File: src/ises_pkg.sv
// Package: register selects, bit positions and masks for the status sets
package ises_pkg;
  // Register select codes for the read port
  localparam logic [2:0] SEL_STD_EVENT = 3'h0;
  localparam logic [2:0] SEL_OPER_EVENT = 3'h1;
  localparam logic [2:0] SEL_MEAS_EVENT = 3'h2;
  localparam logic [2:0] SEL_QUES_EVENT = 3'h3;
  localparam logic [2:0] SEL_OPER_LIVE = 3'h4;
  localparam logic [2:0] SEL_MEAS_LIVE = 3'h5;
  localparam logic [2:0] SEL_QUES_LIVE = 3'h6;
  // Standard event bit positions
  localparam int STD_OPC = 0;
  localparam int STD_QUERY = 2;
  localparam int STD_INTERNAL = 3;
  localparam int STD_EXEC = 4;
  localparam int STD_CMD = 5;
  localparam int STD_LOCAL = 6;
  localparam int STD_POWER = 7;
  // Operation bit positions
  localparam int OPER_CAL = 0;
  localparam int OPER_TRIG = 5;
  localparam int OPER_ARM = 6;
  localparam int OPER_IDLE = 10;
  // Measurement bit positions
  localparam int MEAS_LIMIT0 = 0;
  localparam int MEAS_HIGH_FAIL = 4;
  localparam int MEAS_PASS = 5;
  localparam int MEAS_READY = 6;
  localparam int MEAS_OVER = 7;
  localparam int MEAS_BUF_AVAIL = 8;
  localparam int MEAS_BUF_FULL = 9;
  localparam int MEAS_OUT_EN = 11;
  localparam int MEAS_SRC1 = 13;
  localparam int MEAS_SRC2 = 14;
  // Questionable bit positions
  localparam int QUES_CAL = 8;
  localparam int QUES_WARN = 14;
  // Masks of implemented bits; all other positions read zero
  localparam logic [7:0] STD_USED = 8'hFD;
  localparam logic [15:0] OPER_USED = 16'h0461;
  localparam logic [15:0] MEAS_USED = 16'h6BFF;
  localparam logic [15:0] QUES_USED = 16'h4100;
  localparam logic [15:0] ZERO16 = 16'h0000;
  localparam logic [7:0] ZERO8 = 8'h00;
  localparam logic [3:0] ZERO4 = 4'h0;
  localparam logic [1:0] TWO_READINGS = 2'h2;
endpackage

File: src/ises_status_regs.sv
// Status register sets: event latches, live conditions, summaries
`timescale 1ns/1ps
// Summary of operation
// Four sets: standard, operation, measurement and questionable events.
// Standard bit 0 sets only on completion query once operations finish.
// Standard bit 2 sets when host reads an empty output queue.
// Standard bit 3 sets on an internal operation failure.
// Standard bit 4 sets on a command execution fault.
// Standard bit 5 sets on syntax, semantic or embedded trigger errors.
// Standard bit 6 sets when the local key is pressed.
// Standard bit 7 sets after a power cycle; bit 1 unused.
// Operation bit 0 while calibrating; other listed bits unused.
// Operation bit 5 while waiting in trigger layer for link.
// Operation bit 6 while waiting in arm layer.
// Operation bit 10 while idle.
// Measurement bits 0-3 when limit one to four summaries available.
// Measurement bit 4 on any high fail, bit 5 all pass.
// Measurement bit 6 reading ready, bit 7 over range.
// Measurement bit 8 buffer holds two readings, bit 9 full.
// Measurement bit 11 while output enable line is low.
// Measurement bits 13, 14 source compliance; 10, 12, 15 unused.
// Questionable bit 8 on bad cal constant; cleared by good cal.
// Questionable bit 14 when a measurement parameter was ignored.
// Condition registers for three sets, none for standard.
// Condition registers are read-only and track live conditions.
// Event bits latch until reset; reading clears the register.
// Power-up and clear-status zero events; preset leaves them. Power-up here sets standard bit 7; clear-status keeps same-cycle events.
// Event bits ANDed with enables and ORed into summaries.
// Unused bit positions read zero and never set.
module ises_status_regs (
  input wire logic clk_i,
  input wire logic rst_n_i,
  // Host command side, same clock domain
  input wire logic rd_stb_i,
  input wire logic [2:0] rd_sel_i,
  output logic [15:0] rd_data_o,
  output logic rd_valid_o,
  input wire logic clear_status_i,
  input wire logic status_preset_i,
  input wire logic [7:0] std_enable_i,
  input wire logic [15:0] oper_enable_i,
  input wire logic [15:0] meas_enable_i,
  input wire logic [15:0] ques_enable_i,
  // Standard event pulses from command processing
  input wire logic opc_query_i,
  input wire logic ops_pending_i,
  input wire logic empty_queue_read_error_i,
  input wire logic internal_fault_error_i,
  input wire logic execution_fault_i,
  input wire logic syntax_fault_i,
  input wire logic semantic_fault_i,
  input wire logic trigger_in_message_i,
  // Front-panel local key, asynchronous
  input wire logic local_key_request_i,
  // Instrument state levels
  input wire logic calibrating_i,
  input wire logic wait_trigger_link_i,
  input wire logic wait_arm_i,
  input wire logic idle_i,
  input wire logic [3:0] limit_summary_i,
  input wire logic high_limit_fail_i,
  input wire logic all_limits_pass_i,
  input wire logic reading_ready_i,
  input wire logic reading_over_range_i,
  input wire logic [1:0] buffer_count_i,
  input wire logic buffer_full_flag_i,
  input wire logic output_enable_n_i,
  input wire logic source_one_compliance_i,
  input wire logic source_two_compliance_i,
  input wire logic bad_cal_constant_i,
  input wire logic cal_success_i,
  input wire logic parameter_ignored_i,
  // Summary outputs toward the status byte
  output logic std_summary_o,
  output logic oper_summary_o,
  output logic meas_summary_o,
  output logic ques_summary_o
);
  import ises_pkg::*;

  logic [7:0] std_event_reg;
  logic [15:0] oper_event_reg;
  logic [15:0] meas_event_reg;
  logic [15:0] ques_event_reg;
  logic [15:0] oper_live_reg;
  logic [15:0] meas_live_reg;
  logic [15:0] ques_live_reg;
  logic [7:0] std_set;
  logic [15:0] oper_next;
  logic [15:0] meas_next;
  logic [15:0] ques_next;
  logic local_meta_reg;
  logic local_sync_reg;
  logic local_prev_reg;
  logic oe_meta_reg;
  logic oe_sync_reg;
  logic cal_bad_reg;
  logic ready_reg;
  logic [15:0] rd_data_reg;
  logic rd_valid_reg;

  // Latch helper: set beats read-clear so no event is lost
  function automatic logic [15:0] latch16(input logic [15:0] cur,
                                          input logic [15:0] set,
                                          input logic clr,
                                          input logic [15:0] used);
    latch16 = ((clr ? ZERO16 : cur) | set) & used;
  endfunction

  // Two-stage synchronisers for the panel key and the I/O port line
  always_ff @(posedge clk_i or negedge rst_n_i) begin
    if (!rst_n_i) begin
      local_meta_reg <= 1'b0;
      local_sync_reg <= 1'b0;
      local_prev_reg <= 1'b0;
      oe_meta_reg <= 1'b1;
      oe_sync_reg <= 1'b1;
    end else begin
      local_meta_reg <= local_key_request_i;
      local_sync_reg <= local_meta_reg;
      local_prev_reg <= local_sync_reg;
      oe_meta_reg <= output_enable_n_i;
      oe_sync_reg <= oe_meta_reg;
    end
  end

  // Calibration fault flag survives until a good calibration
  // bad cal hold
  always_ff @(posedge clk_i or negedge rst_n_i) begin
    if (!rst_n_i) begin
      cal_bad_reg <= 1'b0;
    end else if (bad_cal_constant_i) begin
      cal_bad_reg <= 1'b1;
    end else if (cal_success_i) begin
      cal_bad_reg <= 1'b0;
    end
  end

  // Reading-ready input delayed one cycle in ready_reg, which feeds no other logic
  always_ff @(posedge clk_i or negedge rst_n_i) begin
    if (!rst_n_i) begin
      ready_reg <= 1'b0;
    end else begin
      ready_reg <= reading_ready_i;
    end
  end

  // Standard event sources
  always_comb begin
    std_set = ZERO8;
    // completion on query
    std_set[STD_OPC] = opc_query_i & ~ops_pending_i;
    // empty queue read
    std_set[STD_QUERY] = empty_queue_read_error_i;
    // internal failure
    std_set[STD_INTERNAL] = internal_fault_error_i;
    // execution fault
    std_set[STD_EXEC] = execution_fault_i;
    // three command faults
    std_set[STD_CMD] = syntax_fault_i | semantic_fault_i |
                       trigger_in_message_i;
    // local key edge
    std_set[STD_LOCAL] = local_sync_reg & ~local_prev_reg;
  end

  // Live condition vectors, combinational; only the enable line (two cycles) and cal flag (one cycle) lag the instrument
  // three condition sets
  always_comb begin
    oper_next = ZERO16;
    // calibrating
    oper_next[OPER_CAL] = calibrating_i;
    // trigger layer wait
    oper_next[OPER_TRIG] = wait_trigger_link_i;
    // arm layer wait
    oper_next[OPER_ARM] = wait_arm_i;
    // idle state
    oper_next[OPER_IDLE] = idle_i;
    meas_next = ZERO16;
    // limit summaries
    meas_next[MEAS_LIMIT0 +: 4] = limit_summary_i;
    // high fail and pass
    meas_next[MEAS_HIGH_FAIL] = high_limit_fail_i;
    meas_next[MEAS_PASS] = all_limits_pass_i;
    // reading status
    meas_next[MEAS_READY] = reading_ready_i;
    meas_next[MEAS_OVER] = reading_over_range_i;
    // buffer fill
    meas_next[MEAS_BUF_AVAIL] = (buffer_count_i >= TWO_READINGS) |
                                buffer_full_flag_i;
    meas_next[MEAS_BUF_FULL] = buffer_full_flag_i;
    // active-low enable line
    meas_next[MEAS_OUT_EN] = ~oe_sync_reg;
    // source compliance
    meas_next[MEAS_SRC1] = source_one_compliance_i;
    meas_next[MEAS_SRC2] = source_two_compliance_i;
    ques_next = ZERO16;
    ques_next[QUES_CAL] = cal_bad_reg;
    // ignored parameter
    ques_next[QUES_WARN] = parameter_ignored_i;
  end

  // Condition registers follow the instrument every cycle
  // continuous tracking
  always_ff @(posedge clk_i or negedge rst_n_i) begin
    if (!rst_n_i) begin
      oper_live_reg <= ZERO16;
      meas_live_reg <= ZERO16;
      ques_live_reg <= ZERO16;
    end else begin
      oper_live_reg <= oper_next & OPER_USED;
      meas_live_reg <= meas_next & MEAS_USED;
      ques_live_reg <= ques_next & QUES_USED;
    end
  end

  logic rd_std;
  logic rd_oper;
  logic rd_meas;
  logic rd_ques;
  assign rd_std = rd_stb_i && (rd_sel_i == SEL_STD_EVENT);
  assign rd_oper = rd_stb_i && (rd_sel_i == SEL_OPER_EVENT);
  assign rd_meas = rd_stb_i && (rd_sel_i == SEL_MEAS_EVENT);
  assign rd_ques = rd_stb_i && (rd_sel_i == SEL_QUES_EVENT);

  // Event latches; preset is deliberately not an input here
  // latch and read-clear
  // reset and clear-status
  // unused bits masked
  always_ff @(posedge clk_i or negedge rst_n_i) begin
    if (!rst_n_i) begin
      // power cycle marks the standard set
      std_event_reg <= 8'h80;
      oper_event_reg <= ZERO16;
      meas_event_reg <= ZERO16;
      ques_event_reg <= ZERO16;
    end else if (clear_status_i) begin
      std_event_reg <= std_set & STD_USED;
      oper_event_reg <= oper_next & OPER_USED;
      meas_event_reg <= meas_next & MEAS_USED;
      ques_event_reg <= ques_next & QUES_USED;
    end else begin
      std_event_reg <= ((rd_std ? ZERO8 : std_event_reg) | std_set) &
                       STD_USED;
      oper_event_reg <= latch16(oper_event_reg, oper_next, rd_oper,
                                OPER_USED);
      meas_event_reg <= latch16(meas_event_reg, meas_next, rd_meas,
                                MEAS_USED);
      ques_event_reg <= latch16(ques_event_reg, ques_next, rd_ques,
                                QUES_USED);
    end
  end

  // Read port: data registered one cycle after the strobe
  always_ff @(posedge clk_i or negedge rst_n_i) begin
    if (!rst_n_i) begin
      rd_data_reg <= ZERO16;
      rd_valid_reg <= 1'b0;
    end else begin
      rd_valid_reg <= rd_stb_i;
      if (rd_stb_i) begin
        case (rd_sel_i)
          SEL_STD_EVENT: rd_data_reg <= {ZERO8, std_event_reg};
          SEL_OPER_EVENT: rd_data_reg <= oper_event_reg;
          SEL_MEAS_EVENT: rd_data_reg <= meas_event_reg;
          SEL_QUES_EVENT: rd_data_reg <= ques_event_reg;
          SEL_OPER_LIVE: rd_data_reg <= oper_live_reg;
          SEL_MEAS_LIVE: rd_data_reg <= meas_live_reg;
          SEL_QUES_LIVE: rd_data_reg <= ques_live_reg;
          default: rd_data_reg <= ZERO16;
        endcase
      end
    end
  end
  assign rd_data_o = rd_data_reg;
  assign rd_valid_o = rd_valid_reg;

  // Summaries are combinational so a read-clear drops them at once
  // enable and OR
  assign std_summary_o = |(std_event_reg & std_enable_i);
  assign oper_summary_o = |(oper_event_reg & oper_enable_i);
  assign meas_summary_o = |(meas_event_reg & meas_enable_i);
  assign ques_summary_o = |(ques_event_reg & ques_enable_i);
endmodule

File: config.mk
export PLATFORM = sky130hd
export DESIGN_NAME = ises_status_regs
export DESIGN_NICKNAME = d
export VERILOG_FILES = /design/src/ises_pkg.sv /design/src/ises_status_regs.sv
export SDC_FILE = /design/constraint.sdc
export NUM_CORES = 1
export LEC_CHECK = 0
export BUFFER_PORTS_ARGS = -buffer_cell sky130_fd_sc_hd__buf_2
export CAP_MARGIN = 20
export CORE_UTILIZATION = 44
export CTS_BUF_LIST = sky130_fd_sc_hd__clkbuf_2
export DETAILED_ROUTE_END_ITERATION = 10
export PLACE_DENSITY = 0.87
export SLEW_MARGIN = 40
export SYNTH_ARGS = -nofsm -noshare
export SYNTH_HDL_FRONTEND = slang
export SYNTH_SLANG_ARGS = --single-unit
File: constraint.sdc
create_clock -name clk_i -period 1.3 [get_ports clk_i]
set_clock_uncertainty 0.15 [all_clocks]
set_input_delay 0 -clock clk_i [delete_from_list [all_inputs] [get_ports clk_i]]
set_output_delay 0 -clock clk_i [all_outputs]
set_load 0.005 [all_outputs]
==> flow_summary.json <==
{
  "path_cells": "a22oi_2, nand2_1, a221oi_2, nand3_1, buf_2",
  "yosys_register_bits": 66,
  "drt_first_pass_iters": 5,
  "layout.nets": 469,
  "slew_viol_final": 0,
  "clk_root_buffer_cell": "clkbuf_2",
  "via_count": 2305,
  "htree_levels": 3,
  "cp_slowest_cell": "dfrtp_1",
  "chipHeight_um": 78.8,
  "yosysUniqueCellTypes": 35,
  "synth_enable_flop_cells": 0,
  "fin_crit_ps": 1780,
  "ys_dominant_reg_cell": "dfrtp_1",
  "path_class": "reg2out",
  "dieArea_mm2": 0.00621,
  "multi_input_area_um2": 922,
  "via_per_inst": 5.10,
  "cpPeakStageDelay_ps": 430,
  "hold_violations": 0,
  "antenna_cells": 0,
  "area_growth_pct": 55.5,
  "rsz0062_at_grt": "true",
  "overflow": 0,
  "setup_viol": 6,
  "ios": 115,
  "cp_top_family": "flip-flops",
  "antenna_found_initial": 0,
  "crit_arrival_ps": 1630,
  "dr.first_iter.drc_count": 177,
  "worst-path-buf-inv": 1,
  "grt_pass1_wl_um": 11000,
  "gp_congestion": 0.882,
  "clockBufferDepth": 2,
  "fin_crit_sh_pct": 137,
  "core_region_area_mm2": 0.00561,
  "route.detailed.drc": 0,
  "ys_seq_area_share_pct": 63.8,
  "grt_max_degree": 24,
  "layout_setup_ws_ps": -476,
  "clk_pin_slew_worst_paths_ps": 150,
  "synthArstFlopShare_pct": 100,
  "hold_path_class": "in2reg",
  "power_frac_comb_pct": 18.4,
  "p_clk_share_pct": 26.9,
  "p_switching_mw": 1.12,
  "post-route-cell-area_mm2": 0.00403,
  "drv_cap": 0,
  "cp-end-kind": "output port",
  "cts_sinks": 66,
  "routed_wl_um": 7090,
  "worst_ir_drop_vdd_mv": 0.715,
  "syn-cell-area_mm2": 0.00259,
  "p_leak_nw": 1.94,
  "initial_core_util_pct": 46.3,
  "synthCells": 207,
  "final_util_pct": 71.9,
  "num-fill-cells": 401,
  "ant_nets": 0,
  "violations": "negative setup slack",
  "place_hpwl_um": 4670,
  "max_freq_mhz": 563,
  "seqPwrFrac_pct": 54.7,
  "fin_hold_ws_ps": 16.6,
  "place_area_mm2": 0.00324,
  "routedWlPerCell_um": 15.7,
  "die_w_um": 78.8,
  "synth_warnings": 0,
  "clock_latency_ps": 500,
  "layout-drive-gt1-share_pct": 42.1,
  "rows": 27,
  "powerDensity_mw_per_mm2": 1040,
  "required_ps": 1150,
  "path_max_fanout": 2,
  "largest_register_ffs": 14,
  "grt_usage_pct": 24.2,
  "first_global_vias": 2275,
  "post-place-ws_ps": -69.2,
  "cts_inserted_buffers": 9,
  "p_int_mw": 3.06,
  "seq_area_mm2": 0.00166,
  "cp-start-kind": "register",
  "cts_tree": "built",
  "syn_avg_cell_area_um2": 12.5,
  "io_buffers": 80,
  "status": "finished with violations",
  "switching_share_pct": 26.8
}
worst reg2reg max path, cell delays in order, from the launching register on:
cell      delay [ps]
dfrtp_1          420
buf_4            130
a22o_1           230
a222oi_1         250
o22ai_1          120
logic make-up (layout without fill, tap and decap cells):
logic type,after synthesis,count (layout),share of synthesized area (%)
multiplexers,8,8,3.33
other,1,2,0.145
flip-flops,66,66,63.8
buffers and inverters,22,194,4.20
AO/OA/AOI/OAI,72,72,20.1
AND/OR/NAND/NOR,38,38,8.39
cell type report:
type | count | share of cell area [%]
Clock buffer | 9 | 1.12
Clock inverter | 7 | 1.49
Timing Repair Buffer | 167 | 30.2
Multi-Input combinational cell | 120 | 22.9
Tap cell | 72 | 2.23
Inverter | 11 | 1.02
Sequential cell | 66 | 41.0
cells in the mapped netlist (2+ instances only):
| cell | instances | share of area (%) |
|---|---|---|
| a211oi_1 | 3 | 0.87 |
| a21o_1 | 22 | 6.4 |
| a21oi_1 | 10 | 1.9 |
| a221oi_1 | 2 | 0.68 |
| a222oi_1 | 4 | 1.5 |
| a22o_1 | 4 | 1.4 |
| a22oi_1 | 14 | 4.1 |
| a31oi_1 | 3 | 0.72 |
| buf_2 | 3 | 0.58 |
| buf_4 | 4 | 1.2 |
| clkbuf_1 | 3 | 0.43 |
| dfrtp_1 | 63 | 61 |
| dfstp_2 | 3 | 3.0 |
| inv_1 | 11 | 1.6 |
| mux2_2 | 5 | 2.2 |
| mux2i_1 | 3 | 1.2 |
| nand2_1 | 8 | 1.2 |
| nand3_1 | 3 | 0.58 |
| nand3b_1 | 6 | 1.7 |
| nor2_1 | 12 | 1.7 |
| o21ai_0 | 2 | 0.39 |
| o22ai_1 | 6 | 1.4 |
layout by cell type, fill, tap and decap left out, types with 3 or more instances in the layout:
master,Yosys,routed
buf_6,1,4
inv_1,11,11
nand2_1,8,8
o22ai_1,6,6
a222oi_1,4,4
a211oi_2,0,3
dlygate4sd3_1,0,51
mux2i_1,3,3
a21oi_1,10,7
mux2_2,5,4
buf_4,4,31
clkinv_2,0,3
a21o_1,22,22
nand3b_1,6,6
a22o_1,4,4
a22oi_2,0,7
nand3_1,3,3
a21oi_2,1,4
buf_2,3,78
dfstp_2,3,3
a22oi_1,14,7
nor2_1,12,11
a31oi_1,3,3
clkbuf_2,0,9
dfrtp_1,63,63
layer usage:
metal	GRT usage, %	share of wire (%)	vias up
li1	-	-	1087
met1	29.9	44	1117
met2	41.2	49	89
met3	6.44	5.4	12
met4	7.78	1.7	0
met5	0	0	-
power by group through the flow:
stage / clock [mW] / combinational (mW) / sequential, mW
6_report: 1.12 / 0.768 / 2.28
5_1_grt: 1.23 / 0.835 / 2.30
4_1_cts: 1.14 / 0.709 / 2.28
3_5_place_dp: 0 / 0.564 / 2.32
3_3_place_gp: 0 / 0.549 / 2.31
2_1_floorplan: 0 / 0.246 / 2.30
path summary, 6_finish.rpt:
| check | startpoint | end | slack [ps] | cells past startpoint |
|---|---|---|---|---|
| worst min-delay path | wait_trigger_link_i | oper_live_reg[5] | 20 | 2 |
| max in group asynchronous | rst_n_i | oe_sync_reg | 170 | 4 |
| worst max-delay path | meas_event_reg[13] | meas_summary_o | -480 | 5 |
| worst min register to register | local_meta_reg | local_sync_reg | 230 | 0 |
| min in group asynchronous | rst_n_i | meas_event_reg[2] | 310 | 3 |
| worst max register to register | ques_event_reg[8] | rd_data_o[8] | -90 | 4 |
repair_timing:
action / 4_1_cts / 5_1_grt
gates resized for setup: 5 / 23
hold buffers: 49 / 3
hold endpoints to repair: 127 / 3
setup endpoints to repair: 5 / 27
pin swaps: 1 / 9
setup buffers: 6 / 4
cloned: 0 / 1
stage by stage:
| step | cells | total power, mW | TNS (ps) |
|---|---|---|---|
| finish | 452 | 4.17 | -1280 |
| global route | 452 | 4.37 | -1720 |
| CTS | 447 | 4.13 | -1270 |
| detailed placement | 376 | 2.88 | -84.9 |
| global placement | 376 | 2.86 | -24.0 |
| floorplan | 208 | 2.55 | 0 |
Power figures use the tool's default switching activity.
